**src/logic/scp_pkg.sv**
```systemverilog
package scp_pkg;

    // ------------------------------------------------------------------
    // Sizes
    // ------------------------------------------------------------------
    localparam int NPORT  = 2;
    localparam int ADDR_W = 8;
    localparam int DATA_W = 32;
    localparam int DIV_W  = 8;
    localparam int DEB_W  = 16;
    localparam int EV_PER_PORT = 3;
    localparam int INT_W  = EV_PER_PORT * NPORT;

    // ------------------------------------------------------------------
    // Register map (byte addresses)
    // ------------------------------------------------------------------
    localparam logic [ADDR_W-1:0] PORT_STRIDE   = 8'h10;
    localparam logic [ADDR_W-1:0] OFF_DIV       = 8'h00;
    localparam logic [ADDR_W-1:0] OFF_CTRL      = 8'h04;
    localparam logic [ADDR_W-1:0] OFF_STAT      = 8'h08;
    localparam logic [ADDR_W-1:0] ADDR_INT_STAT = 8'h20;
    localparam logic [ADDR_W-1:0] ADDR_INT_MASK = 8'h24;
    localparam logic [ADDR_W-1:0] ADDR_CFG      = 8'h28;

    // Field positions
    localparam int CTRL_CLK_EN    = 0;
    localparam int CTRL_DDR       = 1;
    localparam int CTRL_READ_WAIT = 2;
    localparam int CTRL_SDIO_IRQ  = 3;
    localparam int CTRL_GRADE_LSB = 4;
    localparam int STAT_DAT3      = 0;
    localparam int STAT_SWITCH    = 1;
    localparam int STAT_WP        = 2;
    localparam int STAT_CLK_RUN   = 3;
    localparam int STAT_GRADE_REJ = 4;
    localparam int STAT_DAT1      = 5;
    localparam int CFG_REF_LSB    = 0;
    localparam int CFG_OWNER      = 2;
    localparam int EV_DAT3        = 0;
    localparam int EV_SWITCH      = 1;
    localparam int EV_SDIO        = 2;

    // Encodings
    localparam logic [1:0] REF_19M2  = 2'h0;
    localparam logic [1:0] REF_26M   = 2'h1;
    localparam logic [1:0] REF_38M4  = 2'h2;
    localparam logic [1:0] REF_52M   = 2'h3;
    localparam logic [1:0] GRADE_DIV = 2'h0;
    localparam logic [1:0] GRADE_48  = 2'h1;
    localparam logic [1:0] GRADE_52  = 2'h2;

    // ------------------------------------------------------------------
    // Timing
    // ------------------------------------------------------------------
    localparam int CORE_HZ     = 100_000_000;
    localparam int INIT_HZ     = 400_000;
    localparam int G48_HZ      = 48_000_000;
    localparam int G52_HZ      = 52_000_000;
    localparam int DDR_MAX_HZ  = 52_000_000;
    localparam int DEB_TIME_US = 100;
    // Half period is div+1 core cycles; rounding up never exceeds the target
    localparam logic [DIV_W-1:0] INIT_DIV = DIV_W'(CORE_HZ / (2 * INIT_HZ) - 1);
    localparam logic [DIV_W-1:0] DIV_G48 =
        DIV_W'((CORE_HZ + 2 * G48_HZ - 1) / (2 * G48_HZ) - 1);
    localparam logic [DIV_W-1:0] DIV_G52 =
        DIV_W'((CORE_HZ + 2 * G52_HZ - 1) / (2 * G52_HZ) - 1);
    localparam logic [DIV_W-1:0] DDR_MIN_DIV =
        DIV_W'((CORE_HZ + 2 * DDR_MAX_HZ - 1) / (2 * DDR_MAX_HZ) - 1);
    localparam int DEB_CYCLES_DEF = DEB_TIME_US * (CORE_HZ / 1_000_000);

    // Reset values
    localparam logic [INT_W-1:0] RST_INT_MASK = 6'h00;
    localparam logic [1:0]       RST_REF      = REF_19M2;

    // ------------------------------------------------------------------
    // Carriers and state
    // ------------------------------------------------------------------
    typedef struct packed {
        logic              psel;
        logic              penable;
        logic              pwrite;
        logic [ADDR_W-1:0] paddr;
        logic [DATA_W-1:0] pwdata;
    } scp_apb_req_t;

    typedef struct packed {
        logic [DATA_W-1:0] prdata;
        logic              pready;
        logic              pslverr;
    } scp_apb_rsp_t;

    typedef struct packed {
        logic dat3;
        logic wp;
        logic dat1;
    } scp_card_in_t;

    typedef struct packed {
        logic [DIV_W-1:0] div;
        logic [1:0]       grade;
        logic             clkEn;
        logic             ddr;
        logic             readWait;
        logic             sdioIrqEn;
        logic [DIV_W-1:0] divCnt;
        logic             clkLvl;
        logic             strobe;
        scp_card_in_t     syncA;
        scp_card_in_t     syncB;
        logic             dat3Deb;
        logic             wpDeb;
        logic [DEB_W-1:0] dat3Cnt;
        logic [DEB_W-1:0] wpCnt;
    } scp_port_t;

    typedef struct packed {
        scp_port_t [NPORT-1:0] port;
        logic                  insA;
        logic                  insB;
        logic                  insDeb;
        logic [DEB_W-1:0]      insCnt;
        logic                  owner;
        logic [1:0]            refSel;
        logic [INT_W-1:0]      intStat;
        logic [INT_W-1:0]      intMask;
        logic [DATA_W-1:0]     prdata;
        logic                  irq;
    } scp_state_t;

endpackage : scp_pkg

```
**src/logic/scp_storage_port.sv**
```systemverilog
`timescale 1ns/10ps

module scp_storage_port #(
    parameter int DEB_CYCLES = scp_pkg::DEB_CYCLES_DEF
) (
    input  wire logic                                 core_clk,
    input  wire logic                                 arst_n,
    input  wire scp_pkg::scp_apb_req_t                apbReq,
    output      scp_pkg::scp_apb_rsp_t                apbRsp,
    input  wire scp_pkg::scp_card_in_t [scp_pkg::NPORT-1:0] cardIn,
    input  wire logic                                 cardInsertSwitch,
    input  wire logic [scp_pkg::NPORT-1:0]            rxBufFull,
    output      logic [scp_pkg::NPORT-1:0]            cardClockOut,
    output      logic [scp_pkg::NPORT-1:0]            dataStrobe,
    output      logic [scp_pkg::NPORT-1:0]            ddrMode,
    output      logic [scp_pkg::NPORT-1:0]            dat2Out,
    output      logic [scp_pkg::NPORT-1:0]            dat2Oe,
    output      logic [scp_pkg::NPORT-1:0]            wpGpio,
    output      logic                                 irq
);

    // ------------------------------------------------------------------
    // Helpers
    // ------------------------------------------------------------------
    localparam logic [scp_pkg::DEB_W-1:0] DEB_LIM = scp_pkg::DEB_W'(DEB_CYCLES - 1);

    // Returns {level, count}: level follows raw only after a stable run
    function automatic logic [scp_pkg::DEB_W:0] debounce(
        input logic                      raw,
        input logic                      lvl,
        input logic [scp_pkg::DEB_W-1:0] cnt
    );
        logic [scp_pkg::DEB_W:0] res;
        if (raw == lvl) begin
            res = {lvl, {scp_pkg::DEB_W{1'b0}}};
        end else if (cnt >= DEB_LIM) begin
            res = {raw, {scp_pkg::DEB_W{1'b0}}};
        end else begin
            res = {lvl, scp_pkg::DEB_W'(cnt + 1'b1)};
        end
        return res;
    endfunction : debounce

    // Returns {rejected, divisor} for the selected grade
    function automatic logic [scp_pkg::DIV_W:0] effDivisor(
        input scp_pkg::scp_port_t pt,
        input logic [1:0]         refSel
    );
        logic                      ok48;
        logic                      ok52;
        logic                      rej;
        logic [scp_pkg::DIV_W-1:0] d;
        ok48 = (refSel == scp_pkg::REF_19M2) || (refSel == scp_pkg::REF_38M4);
        ok52 = (refSel == scp_pkg::REF_26M) || (refSel == scp_pkg::REF_52M);
        rej  = 1'b0;
        d    = pt.div;
        case (pt.grade)
            scp_pkg::GRADE_48: begin
                if (ok48) d = scp_pkg::DIV_G48;
                else rej = 1'b1;
            end
            scp_pkg::GRADE_52: begin
                if (ok52) d = scp_pkg::DIV_G52;
                else rej = 1'b1;
            end
            default: begin
                d = pt.div;
            end
        endcase
        // DDR may never run faster than its ceiling
        if (pt.ddr && d < scp_pkg::DDR_MIN_DIV) d = scp_pkg::DDR_MIN_DIV;
        return {rej, d};
    endfunction : effDivisor

    // ------------------------------------------------------------------
    // State
    // ------------------------------------------------------------------
    scp_pkg::scp_state_t     q_ff;
    scp_pkg::scp_state_t     nxt_q;
    logic [scp_pkg::NPORT-1:0] gradeRej;
    logic [scp_pkg::NPORT-1:0] clkRun;
    logic                      apbSetup;
    logic                      apbWrite;
    logic                      apbHit;
    logic                      portSpace;
    logic                      portSel;
    logic [3:0]                regOff;

    always_comb begin
        logic [scp_pkg::INT_W-1:0]  evSet;
        logic [scp_pkg::INT_W-1:0]  evClr;
        logic [scp_pkg::DEB_W:0]    db;
        logic [scp_pkg::DIV_W:0]    ed;
        logic [scp_pkg::DATA_W-1:0] rdVal;
        logic [scp_pkg::DATA_W-1:0] wd;
        scp_pkg::scp_port_t         rp;
        evSet  = '0;
        evClr  = '0;
        db     = '0;
        ed     = '0;
        rdVal  = '0;
        rp     = '0;
        wd     = apbReq.pwdata;
        nxt_q  = q_ff;
        gradeRej = '0;
        clkRun   = '0;

        // --------------------------------------------------------------
        // Bus decode: registers answer with no wait states
        // --------------------------------------------------------------
        apbSetup  = apbReq.psel && !apbReq.penable;
        apbWrite  = apbReq.psel && apbReq.penable && apbReq.pwrite;
        portSpace = (apbReq.paddr[scp_pkg::ADDR_W-1:5] == 3'h0);
        portSel   = apbReq.paddr[4];
        regOff    = apbReq.paddr[3:0];
        apbHit    = (portSpace && (regOff == scp_pkg::OFF_DIV[3:0]
                                || regOff == scp_pkg::OFF_CTRL[3:0]
                                || regOff == scp_pkg::OFF_STAT[3:0]))
                 || apbReq.paddr == scp_pkg::ADDR_INT_STAT
                 || apbReq.paddr == scp_pkg::ADDR_INT_MASK
                 || apbReq.paddr == scp_pkg::ADDR_CFG;

        // Shared insert switch, one synchroniser and filter for both ports
        nxt_q.insA   = cardInsertSwitch;
        nxt_q.insB   = q_ff.insA;
        db           = debounce(q_ff.insB, q_ff.insDeb, q_ff.insCnt);
        nxt_q.insDeb = db[scp_pkg::DEB_W];
        nxt_q.insCnt = db[scp_pkg::DEB_W-1:0];

        // --------------------------------------------------------------
        // Per-port logic, identical for every port
        // --------------------------------------------------------------
        for (int p = 0; p < scp_pkg::NPORT; p++) begin
            nxt_q.port[p].syncA = cardIn[p];
            nxt_q.port[p].syncB = q_ff.port[p].syncA;

            db = debounce(q_ff.port[p].syncB.dat3, q_ff.port[p].dat3Deb,
                          q_ff.port[p].dat3Cnt);
            nxt_q.port[p].dat3Deb = db[scp_pkg::DEB_W];
            nxt_q.port[p].dat3Cnt = db[scp_pkg::DEB_W-1:0];
            db = debounce(q_ff.port[p].syncB.wp, q_ff.port[p].wpDeb,
                          q_ff.port[p].wpCnt);
            nxt_q.port[p].wpDeb = db[scp_pkg::DEB_W];
            nxt_q.port[p].wpCnt = db[scp_pkg::DEB_W-1:0];

            if (nxt_q.port[p].dat3Deb != q_ff.port[p].dat3Deb) begin
                evSet[p * scp_pkg::EV_PER_PORT + scp_pkg::EV_DAT3] = 1'b1;
            end
            if (q_ff.owner == 1'(p) && nxt_q.insDeb != q_ff.insDeb) begin
                evSet[p * scp_pkg::EV_PER_PORT + scp_pkg::EV_SWITCH] = 1'b1;
            end
            // Card pulls data line 1 low to signal an interrupt
            // Level-sensitive: software must disable it while data moves on line 1
            if (q_ff.port[p].sdioIrqEn && !q_ff.port[p].syncB.dat1) begin
                evSet[p * scp_pkg::EV_PER_PORT + scp_pkg::EV_SDIO] = 1'b1;
            end

            // Card clock: stops only in its low phase so no runt pulse reaches the card
            ed          = effDivisor(q_ff.port[p], q_ff.refSel);
            gradeRej[p] = ed[scp_pkg::DIV_W];
            clkRun[p]   = q_ff.port[p].clkEn && !rxBufFull[p];
            nxt_q.port[p].strobe = 1'b0;
            if (q_ff.port[p].divCnt >= ed[scp_pkg::DIV_W-1:0]) begin
                nxt_q.port[p].divCnt = '0;
                if (q_ff.port[p].clkLvl) begin
                    nxt_q.port[p].clkLvl = 1'b0;
                    nxt_q.port[p].strobe = q_ff.port[p].ddr;
                end else if (clkRun[p]) begin
                    nxt_q.port[p].clkLvl = 1'b1;
                    nxt_q.port[p].strobe = 1'b1;
                end
            end else begin
                nxt_q.port[p].divCnt = scp_pkg::DIV_W'(q_ff.port[p].divCnt + 1'b1);
            end

            if (apbWrite && portSpace && portSel == 1'(p)) begin
                if (regOff == scp_pkg::OFF_DIV[3:0]) begin
                    nxt_q.port[p].div = wd[scp_pkg::DIV_W-1:0];
                end
                if (regOff == scp_pkg::OFF_CTRL[3:0]) begin
                    nxt_q.port[p].clkEn     = wd[scp_pkg::CTRL_CLK_EN];
                    nxt_q.port[p].ddr       = wd[scp_pkg::CTRL_DDR];
                    nxt_q.port[p].readWait  = wd[scp_pkg::CTRL_READ_WAIT];
                    nxt_q.port[p].sdioIrqEn = wd[scp_pkg::CTRL_SDIO_IRQ];
                    nxt_q.port[p].grade     = wd[scp_pkg::CTRL_GRADE_LSB +: 2];
                end
            end
        end

        // --------------------------------------------------------------
        // Global registers
        // --------------------------------------------------------------
        if (apbWrite && apbReq.paddr == scp_pkg::ADDR_INT_STAT) begin
            evClr = wd[scp_pkg::INT_W-1:0];
        end
        if (apbWrite && apbReq.paddr == scp_pkg::ADDR_INT_MASK) begin
            nxt_q.intMask = wd[scp_pkg::INT_W-1:0];
        end
        if (apbWrite && apbReq.paddr == scp_pkg::ADDR_CFG) begin
            nxt_q.refSel = wd[scp_pkg::CFG_REF_LSB +: 2];
            nxt_q.owner  = wd[scp_pkg::CFG_OWNER];
        end
        // A new event in the clearing cycle survives the clear
        nxt_q.intStat = (q_ff.intStat & ~evClr) | evSet;
        nxt_q.irq     = |(nxt_q.intStat & nxt_q.intMask);

        // Read data is captured in the setup cycle
        rp = q_ff.port[portSel];
        if (portSpace && regOff == scp_pkg::OFF_DIV[3:0]) begin
            rdVal[scp_pkg::DIV_W-1:0] = rp.div;
        end else if (portSpace && regOff == scp_pkg::OFF_CTRL[3:0]) begin
            rdVal[scp_pkg::CTRL_CLK_EN]         = rp.clkEn;
            rdVal[scp_pkg::CTRL_DDR]            = rp.ddr;
            rdVal[scp_pkg::CTRL_READ_WAIT]      = rp.readWait;
            rdVal[scp_pkg::CTRL_SDIO_IRQ]       = rp.sdioIrqEn;
            rdVal[scp_pkg::CTRL_GRADE_LSB +: 2] = rp.grade;
        end else if (portSpace && regOff == scp_pkg::OFF_STAT[3:0]) begin
            rdVal[scp_pkg::STAT_DAT3]      = rp.dat3Deb;
            rdVal[scp_pkg::STAT_SWITCH]    = (q_ff.owner == portSel) && !q_ff.insDeb;
            rdVal[scp_pkg::STAT_WP]        = !rp.wpDeb;
            rdVal[scp_pkg::STAT_CLK_RUN]   = clkRun[portSel];
            rdVal[scp_pkg::STAT_GRADE_REJ] = gradeRej[portSel];
            rdVal[scp_pkg::STAT_DAT1]      = rp.syncB.dat1;
        end else if (apbReq.paddr == scp_pkg::ADDR_INT_STAT) begin
            rdVal[scp_pkg::INT_W-1:0] = q_ff.intStat;
        end else if (apbReq.paddr == scp_pkg::ADDR_INT_MASK) begin
            rdVal[scp_pkg::INT_W-1:0] = q_ff.intMask;
        end else if (apbReq.paddr == scp_pkg::ADDR_CFG) begin
            rdVal[scp_pkg::CFG_REF_LSB +: 2] = q_ff.refSel;
            rdVal[scp_pkg::CFG_OWNER]        = q_ff.owner;
        end
        if (apbSetup) begin
            nxt_q.prdata = rdVal;
        end
    end

    always_ff @(posedge core_clk or negedge arst_n) begin
        if (!arst_n) begin
            q_ff <= '0;
            for (int p = 0; p < scp_pkg::NPORT; p++) begin
                q_ff.port[p].div <= scp_pkg::INIT_DIV;
            end
            // Insert path starts at the switch's idle level, so reset raises no event
            q_ff.insA    <= 1'b1;
            q_ff.insB    <= 1'b1;
            q_ff.insDeb  <= 1'b1;
            q_ff.refSel  <= scp_pkg::RST_REF;
            q_ff.intMask <= scp_pkg::RST_INT_MASK;
        end else begin
            q_ff <= nxt_q;
        end
    end

    // ------------------------------------------------------------------
    // Outputs
    // ------------------------------------------------------------------
    assign apbRsp.prdata  = q_ff.prdata;
    assign apbRsp.pready  = 1'b1;
    // Unmapped addresses flag an error only in the access phase
    assign apbRsp.pslverr = apbReq.psel && apbReq.penable && !apbHit;
    assign irq            = q_ff.irq;

    for (genvar g = 0; g < scp_pkg::NPORT; g++) begin : gen_port_out
        assign cardClockOut[g] = q_ff.port[g].clkLvl;
        assign dataStrobe[g]   = q_ff.port[g].strobe;
        assign ddrMode[g]      = q_ff.port[g].ddr;
        // Read-wait: host holds data line 2 low between blocks
        assign dat2Oe[g]       = q_ff.port[g].readWait;
        assign dat2Out[g]      = 1'b0;
        assign wpGpio[g]       = !q_ff.port[g].wpDeb;
    end
endmodule : scp_storage_port

```
**config.mk**
```make
export PLATFORM = sky130hd
export DESIGN_NAME = scp_storage_port
export DESIGN_NICKNAME = d
export VERILOG_FILES = /design/src/logic/scp_pkg.sv /design/src/logic/scp_storage_port.sv
export SDC_FILE = /design/constraint.sdc
export NUM_CORES = 1
export LEC_CHECK = 0
export BUFFER_PORTS_ARGS = -buffer_cell sky130_fd_sc_hd__buf_4
export CORE_ASPECT_RATIO = 2
export CORE_MARGIN = 10
export CORE_UTILIZATION = 30
export CTS_BUF_LIST = sky130_fd_sc_hd__clkbuf_16
export CTS_CLUSTER_DIAMETER = 100
export CTS_CLUSTER_SIZE = 30
export DETAILED_ROUTE_END_ITERATION = 10
export GPL_TIMING_DRIVEN = 0
export PLACE_DENSITY_LB_ADDON = 0.05
export SLEW_MARGIN = 20
export SYNTH_ARGS = -nofsm -noshare
export SYNTH_HDL_FRONTEND = slang
export SYNTH_SLANG_ARGS = --single-unit
```
**constraint.sdc**
```tcl
create_clock -name core_clk -period 2.35 [get_ports core_clk]
set_input_delay 0.235 -clock core_clk [delete_from_list [all_inputs] [get_ports core_clk]]
set_output_delay 0.235 -clock core_clk [all_outputs]
set_load 0.02 [all_outputs]
```
==> impl_metrics.json, run 1 <==
{
  "outcome": "finished, violations left",
  "violations": "negative setup slack",
  "wl_per_cell_microns": 16.2,
  "ys_warn_count": 0,
  "pwr-share-comb_pct": 7.7,
  "syn_area_sq_um": 8310,
  "grt_setup_unrepaired": "true",
  "yosysMostFrequentCell": "dfrtp_1",
  "finalHoldViolCount": 0,
  "grt_usage_pct": 12.2,
  "muxShareOfSynthArea_pct": 6.99,
  "swShare_pct": 22.7,
  "wl_mm": 20.8,
  "required_ns": 2.67,
  "worst_pin_slew_ns": 0.811,
  "core.rowCount": 86,
  "clk-insertion-delay-late_ns": 0.45,
  "synth_async_sr_flop_share_pct": 100,
  "netlist.area_leader.share_pct": 47.6,
  "seq_power_share_pct": 44.7,
  "grt_pass1_vias": 6290,
  "vias": 5863,
  "yosys.area_share.xor_xnor_pct": 7.69,
  "post-place-ws_ns": -0.343,
  "core_area_sq_um": 27400,
  "drive_gt1_share_pct": 24.7,
  "worstRegToRegCells": 12,
  "crit_fanout": 3,
  "grt_antenna_before_repair": 0,
  "syn_to_final_growth_pct": 25.2,
  "finalWorstSetupSlack_ns": -0.0571,
  "place_area_sq_um": 9370,
  "cts_root_buffer": "clkbuf_16",
  "viasPerCell": 4.58,
  "min_path_type": "input port to register",
  "yosys.area_share.simple_pct": 16.8,
  "start_util_pct": 30.3,
  "synth_compound_area_share_pct": 6.90,
  "cts_tree": "done",
  "synth_cells": 788,
  "end_kind": "register",
  "drtPass1Iterations": 4,
  "portBuffers": 48,
  "ys_seq_area_share_pct": 51.7,
  "p_int_w": 0.00531,
  "fin_skew_ns": 0.00947,
  "syn_avg_cell_area_sq_um": 10.5,
  "relSlewSlack_pct": 45.1,
  "ys_ff_latch": 171,
  "finalCritPeriodShare_pct": 102,
  "nNetsFinal": 996,
  "synthTopCellsByArea": "dfrtp_1 48%, nor2_1 5.0%, mux2_2 4.6%",
  "ant_nets": 0,
  "leakage_nw": 4.67,
  "yosysTopAreaCell": "dfrtp_1",
  "worst_setup_path_start_kind": "register",
  "gp_congestion": 0.803,
  "hold_depth": 2,
  "fmax_mhz": 415,
  "grt_pass1_wl_mm": 33.5,
  "diodes": 0,
  "dieArea_sq_um": 35200,
  "numCtsBuffers": 17,
  "crit_type": "register to register",
  "die_y_microns": 255,
  "finalSetupViolCount": 3,
  "ys_types": 55,
  "final_util_pct": 37.9,
  "synth_common_cells": "158 x dfrtp_1, 111 x nor2_1, 71 x nand2_1",
  "die_w_microns": 138,
  "gr-total-overflow": 0,
  "dp_hpwl_mm": 15.5,
  "p_sw_w": 0.00156,
  "cts_sinks": 171,
  "synth_edf_count": 0,
  "cp.arrival_ns": 2.73,
  "grt_max_degree": 73,
  "slew_viol_final": 0,
  "clk_path_buf_depth": 2,
  "p_per_area_nw_per_um2": 659,
  "clockPowerShare_pct": 47.7,
  "vdd_drop_max_uv": 437,
  "fillers": 2722,
  "io_pins": 101,
  "period_minus_slack_ns": 2.41,
  "synthAdderAreaFrac_pct": 4.07,
  "finalInstanceArea_sq_um": 10400,
  "htree_levels": 4,
  "drt_iter0_drc": 252,
  "power_w": 0.00686,
  "synth_top_family_by_area": "simple AND/OR/NAND/NOR gates",
  "synth-main-ff-cell": "dfrtp_1",
  "clk_pin_slew_worst_paths_ns": 0.06,
  "setup_tns_ns": -0.115,
  "maxCapViolCount": 0,
  "drc": 0
}
[routing by layer]
layer,vias up,share of wire (%),GRT usage [%]
met1,2863,39,13.4
met5,-,0,0
met4,0,2.7,5.21
li1,2868,-,-
met3,28,4.8,3.58
met2,104,53,21.0
[worst max-delay path: stages, from the launching register on]
cell and delay, ns:
dfrtp_2 0.41, inv_2 0.07, ha_4 0.28, inv_2 0.05
a22oi_1 0.17, o21ai_1 0.09, ha_1 0.29, nand2b_4 0.14
a21oi_2 0.11, nor2b_1 0.06, o21ai_2 0.16, a31oi_4 0.14
mux2_4 0.32
[logic make-up after synthesis]
family / count (synthesis)
AOI/OAI and AO/OA: 83
other: 2
xor gates and xnor gates: 73
and+or+nand+nor: 296
buffers and inverters: 83
adders and majority gates: 27
DFF: 171
muxes: 53
[cell type report]
type / instances / area [sq um] / area share, %
Tap cell: 352 / 440 / 4.23
Multi-Input combinational cell: 569 / 3890 / 37.4
Clock inverter: 14 / 251 / 2.42
Timing Repair Buffer: 73 / 619 / 5.95
Clock buffer: 17 / 425 / 4.09
Buffer: 59 / 389 / 3.74
Sequential cell: 171 / 4300 / 41.3
Inverter: 24 / 90.1 / 0.866
[metrics by stage]
stage               hold slack (ns)  std cells
floorplan                   -0.0606        823
global placement              0.337       1223
detailed placement            0.120       1225
CTS                         0.00471       1272
global route                 0.0129       1279
finish                       0.0380       1279
[final timing paths]
kind	from	slack (ns)	end
worst max-delay path	q_ff[121]$_DFFE_PN0P_	-0.06	cardClockOut[0]$_DFFE_PN0P_
worst min-delay path	apbReq[6]	0.04	q_ff[129]$_DFFE_PN1P_
worst max register to register	q_ff[121]$_DFFE_PN0P_	-0.06	cardClockOut[0]$_DFFE_PN0P_
worst min register to register	nxt_q[102]$_DFF_PN0_	0.35	q_ff[102]$_DFF_PN0_
max in group asynchronous	arst_n	1.43	q_ff[159]$_DFF_PN0_
min in group asynchronous	arst_n	0.24	q_ff[180]$_DFF_PN0_
[power groups by stage]
stage                     logic [W]  clock network [W]  registers [W]
after floorplan            0.000270                  0        0.00310
after global placement     0.000463                  0        0.00311
after detailed placement   0.000483                  0        0.00312
after CTS                  0.000524            0.00340        0.00306
after global routing       0.000584            0.00350        0.00307
final                      0.000525            0.00327        0.00306
[flip-flops by register name, indices dropped and copies added, names as in the netlist]
| name | flops |
|---|---|
| dat2Oe | 2 |
| dataStrobe | 2 |
| cardClockOut | 2 |
| ddrMode | 2 |
| apbRsp | 8 |
| irq | 1 |
| nxt_q | 7 |
| q_ff | 147 |
[cells in the final DEF (no fill, tap or decap), types with 32 or more instances in the layout]
cell type  synthesis  routed
buf_4             43     104
nand3_1           34      33
nor2_1           111     111
dfrtp_1          158     155
nand2_1           71      68
conb_1             2      37
xor2_1            36      36
mux2_2            34      32
xnor2_1           37      37
[what timing repair did]
action / 4_1_cts / 5_1_grt
buffers inserted: 8 / 7
resized for setup: 23 / 15
pin swaps: 17 / 15
endpoints found under the setup margin: 21 / 41
hold buffers: 8 / 0
hold endpoints to repair: 43 / 0
No activity file was read; power rests on OpenSTA's default activity.
==> inputs of run 2 (changes only) <==
--- a/config.mk
+++ b/config.mk
@@ -7,7 +7,7 @@
 export LEC_CHECK = 0
 export BUFFER_PORTS_ARGS = -buffer_cell sky130_fd_sc_hd__buf_4
 export CORE_ASPECT_RATIO = 2
-export CORE_MARGIN = 10
+export CORE_MARGIN = 8
 export CORE_UTILIZATION = 30
 export CTS_BUF_LIST = sky130_fd_sc_hd__clkbuf_16
 export CTS_CLUSTER_DIAMETER = 100
==> run 2 against run 1 <==
Effect of this change:
- cell count grew 0.39%
- highest routed layer unchanged
- core utilization grew 0.12 points
- clock skew shrank 0.0022 ns
- sequential share of layout area shrank 0.15 points
- sequential cell count is the same
- first-iteration DRC count shrank 19%
- register-to-register slack gained 0.03 ns
- critical path type unchanged
- maximum frequency grew 1.4%
- non-clock buffer count grew 4
- the run still ends with negative setup slack left
- die area shrank 4.4%
==> impl_metrics.json, run 2 (synthesis results as in run 1) <==
{
  "outcome": "finished, violations left",
  "violations": "negative setup slack",
  "r2r-start": "q_ff[122]$_DFFE_PN0P_",
  "crit_fanout": 5,
  "cts_tree": "done",
  "wl_per_cell_microns": 16.1,
  "core.rowCount": 86,
  "drive_gt1_share_pct": 26.7,
  "worst_setup_path_start_kind": "register",
  "grtUsageMet3_pct": 3.18,
  "ant_nets": 0,
  "syn_to_final_growth_pct": 25.6,
  "cp_num_buf_inv": 3,
  "numCtsBuffers": 17,
  "p_per_area_nw_per_um2": 622,
  "die_w_microns": 134,
  "fin_skew_ns": 0.00728,
  "htree_levels": 4,
  "r2r_end": "cardClockOut[0]$_DFFE_PN0P_",
  "regMostFlops": "q_ff",
  "slew_viol_final": 0,
  "wl_mm": 20.6,
  "finalCritPeriodShare_pct": 101,
  "fmax_mhz": 421,
  "mostFrequentLayoutCell": "dfrtp_1",
  "cts_sinks": 171,
  "relSlewSlack_pct": 44.5,
  "clk_pin_slew_worst_paths_ns": 0.07,
  "crit_cells": 11,
  "grt_antenna_before_repair": 0,
  "gr-total-overflow": 0,
  "vdd_drop_max_uv": 410,
  "drc": 0,
  "drt_iter0_drc": 205,
  "clk_path_buf_depth": 2,
  "vias": 5835,
  "crit_end": "cardClockOut[0]$_DFFE_PN0P_",
  "portBuffers": 48,
  "startpoint": "q_ff[122]$_DFFE_PN0P_",
  "dp.cells": 1225,
  "post-place-ws_ns": -0.379,
  "largest_reg_flops": 147,
  "grt_usage_pct": 12.7,
  "cp_top_family": "compound AO/OA/AOI/OAI gates",
  "grtUsageMet2_pct": 23.1,
  "required_ns": 2.67,
  "gp_congestion": 0.795,
  "min_path_type": "input port to register",
  "period_minus_slack_ns": 2.37,
  "crit_type": "register to register",
  "viasPerCell": 4.54,
  "cp.arrival_ns": 2.69,
  "grt_pass1_wl_mm": 33.1,
  "r2r_slack_ns": -0.02,
  "finalSetupViolCount": 2,
  "grt_max_degree": 75,
  "fillers": 2753,
  "dieArea_sq_um": 33600,
  "grt.busiest_layer": "met2",
  "finalWorstSetupSlack_ns": -0.0231,
  "worstRegToRegCells": 11,
  "final_util_pct": 38.0,
  "die_y_microns": 251,
  "start_util_pct": 30.3,
  "crit_top_cell": "buf_4",
  "finalHoldViolCount": 0,
  "worstPathCellList": "inv_1 -> ha_4 -> mux2i_4 -> nand2_2 -> buf_4 -> nand2_1 -> ha_2 -> a2111oi_4 -> buf_4 -> a31oi_4 -> mux2_4",
  "leakage_nw": 4.64,
  "worst_pin_slew_ns": 0.821,
  "slowest_stage": "dfrtp_1",
  "core_area_sq_um": 27400,
  "io_pins": 101,
  "mostFrequentLayoutCells": "156 x dfrtp_1, 107 x buf_4, 101 x nor2_1",
  "final_cells": 1284,
  "dp_hpwl_mm": 15.4,
  "clk-insertion-delay-late_ns": 0.44,
  "grt.met1_usage_pct": 13.0,
  "cp_slowest_stage_delay_ns": 0.42,
  "grt_pass1_vias": 6286,
  "cts_root_buffer": "clkbuf_16",
  "nNetsFinal": 1000,
  "diodes": 0,
  "grt_setup_unrepaired": "true",
  "maxCapViolCount": 0,
  "end_kind": "register",
  "drtPass1Iterations": 4
}
run 2: worst min path at each step:
stage                               startpoint               endpoint  slack, ns  cells past startpoint
final                                apbReq[7]  q_ff[194]$_DFFE_PN0P_       0.04                      2
after global routing                 apbReq[6]  q_ff[193]$_DFFE_PN1P_       0.02                      2
after detailed placement                arst_n    q_ff[180]$_DFF_PN0_       0.13                      1
after global placement    nxt_q[166]$_DFF_PN0_    q_ff[166]$_DFF_PN0_       0.33                      0
after floorplan                         arst_n  apbRsp[2]$_DFFE_PN0P_      -0.06                      0
after CTS                            apbReq[7]  q_ff[194]$_DFFE_PN0P_      0.005                      2
run 2: power by group:
| part | switching (W) | total, W | internal (W) |
|---|---|---|---|
| clock network | 0.00123 | 0.00290 | 0.00167 |
| registers | 0.0000488 | 0.00306 | 0.00301 |
| logic | 0.000324 | 0.000540 | 0.000216 |
run 2: cell type report:
| type | count | area (sq um) | share of cell area [%] |
|---|---|---|---|
| buffer | 59 | 389 | 3.73 |
| clock buffer | 17 | 425 | 4.08 |
| clock inverter | 15 | 173 | 1.65 |
| inverter | 24 | 95.1 | 0.911 |
| multi-input combinational | 569 | 3970 | 38.0 |
| sequential | 171 | 4300 | 41.2 |
| tap | 352 | 440 | 4.22 |
| timing repair buffer | 77 | 653 | 6.26 |
run 2: through the flow:
step / setup TNS (ns) / instance area (sq um) / power [W] / hold WS [ns]
after global placement: -3.53 / 9300 / 0.00358 / 0.335
final: -0.0418 / 10400 / 0.00650 / 0.0370
after floorplan: 0 / 8500 / 0.00337 / -0.0606
after CTS: -0.125 / 10300 / 0.00661 / 0.00473
after global routing: -1.35 / 10400 / 0.00678 / 0.0196
after detailed placement: -4.93 / 9370 / 0.00360 / 0.129
run 2: layer usage:
metal	up-vias	share of wire, %
li1	2876	-
met1	2836	40
met2	97	54
met3	26	4.0
met4	0	2.6
met5	-	0
run 2: timing repair:
action	4_1_cts	5_1_grt
hold buffers	8	0
setup buffers	16	3
endpoints found under the hold margin	45	0
gates resized for setup	27	32
pin swaps	15	10
setup endpoints to repair	20	41
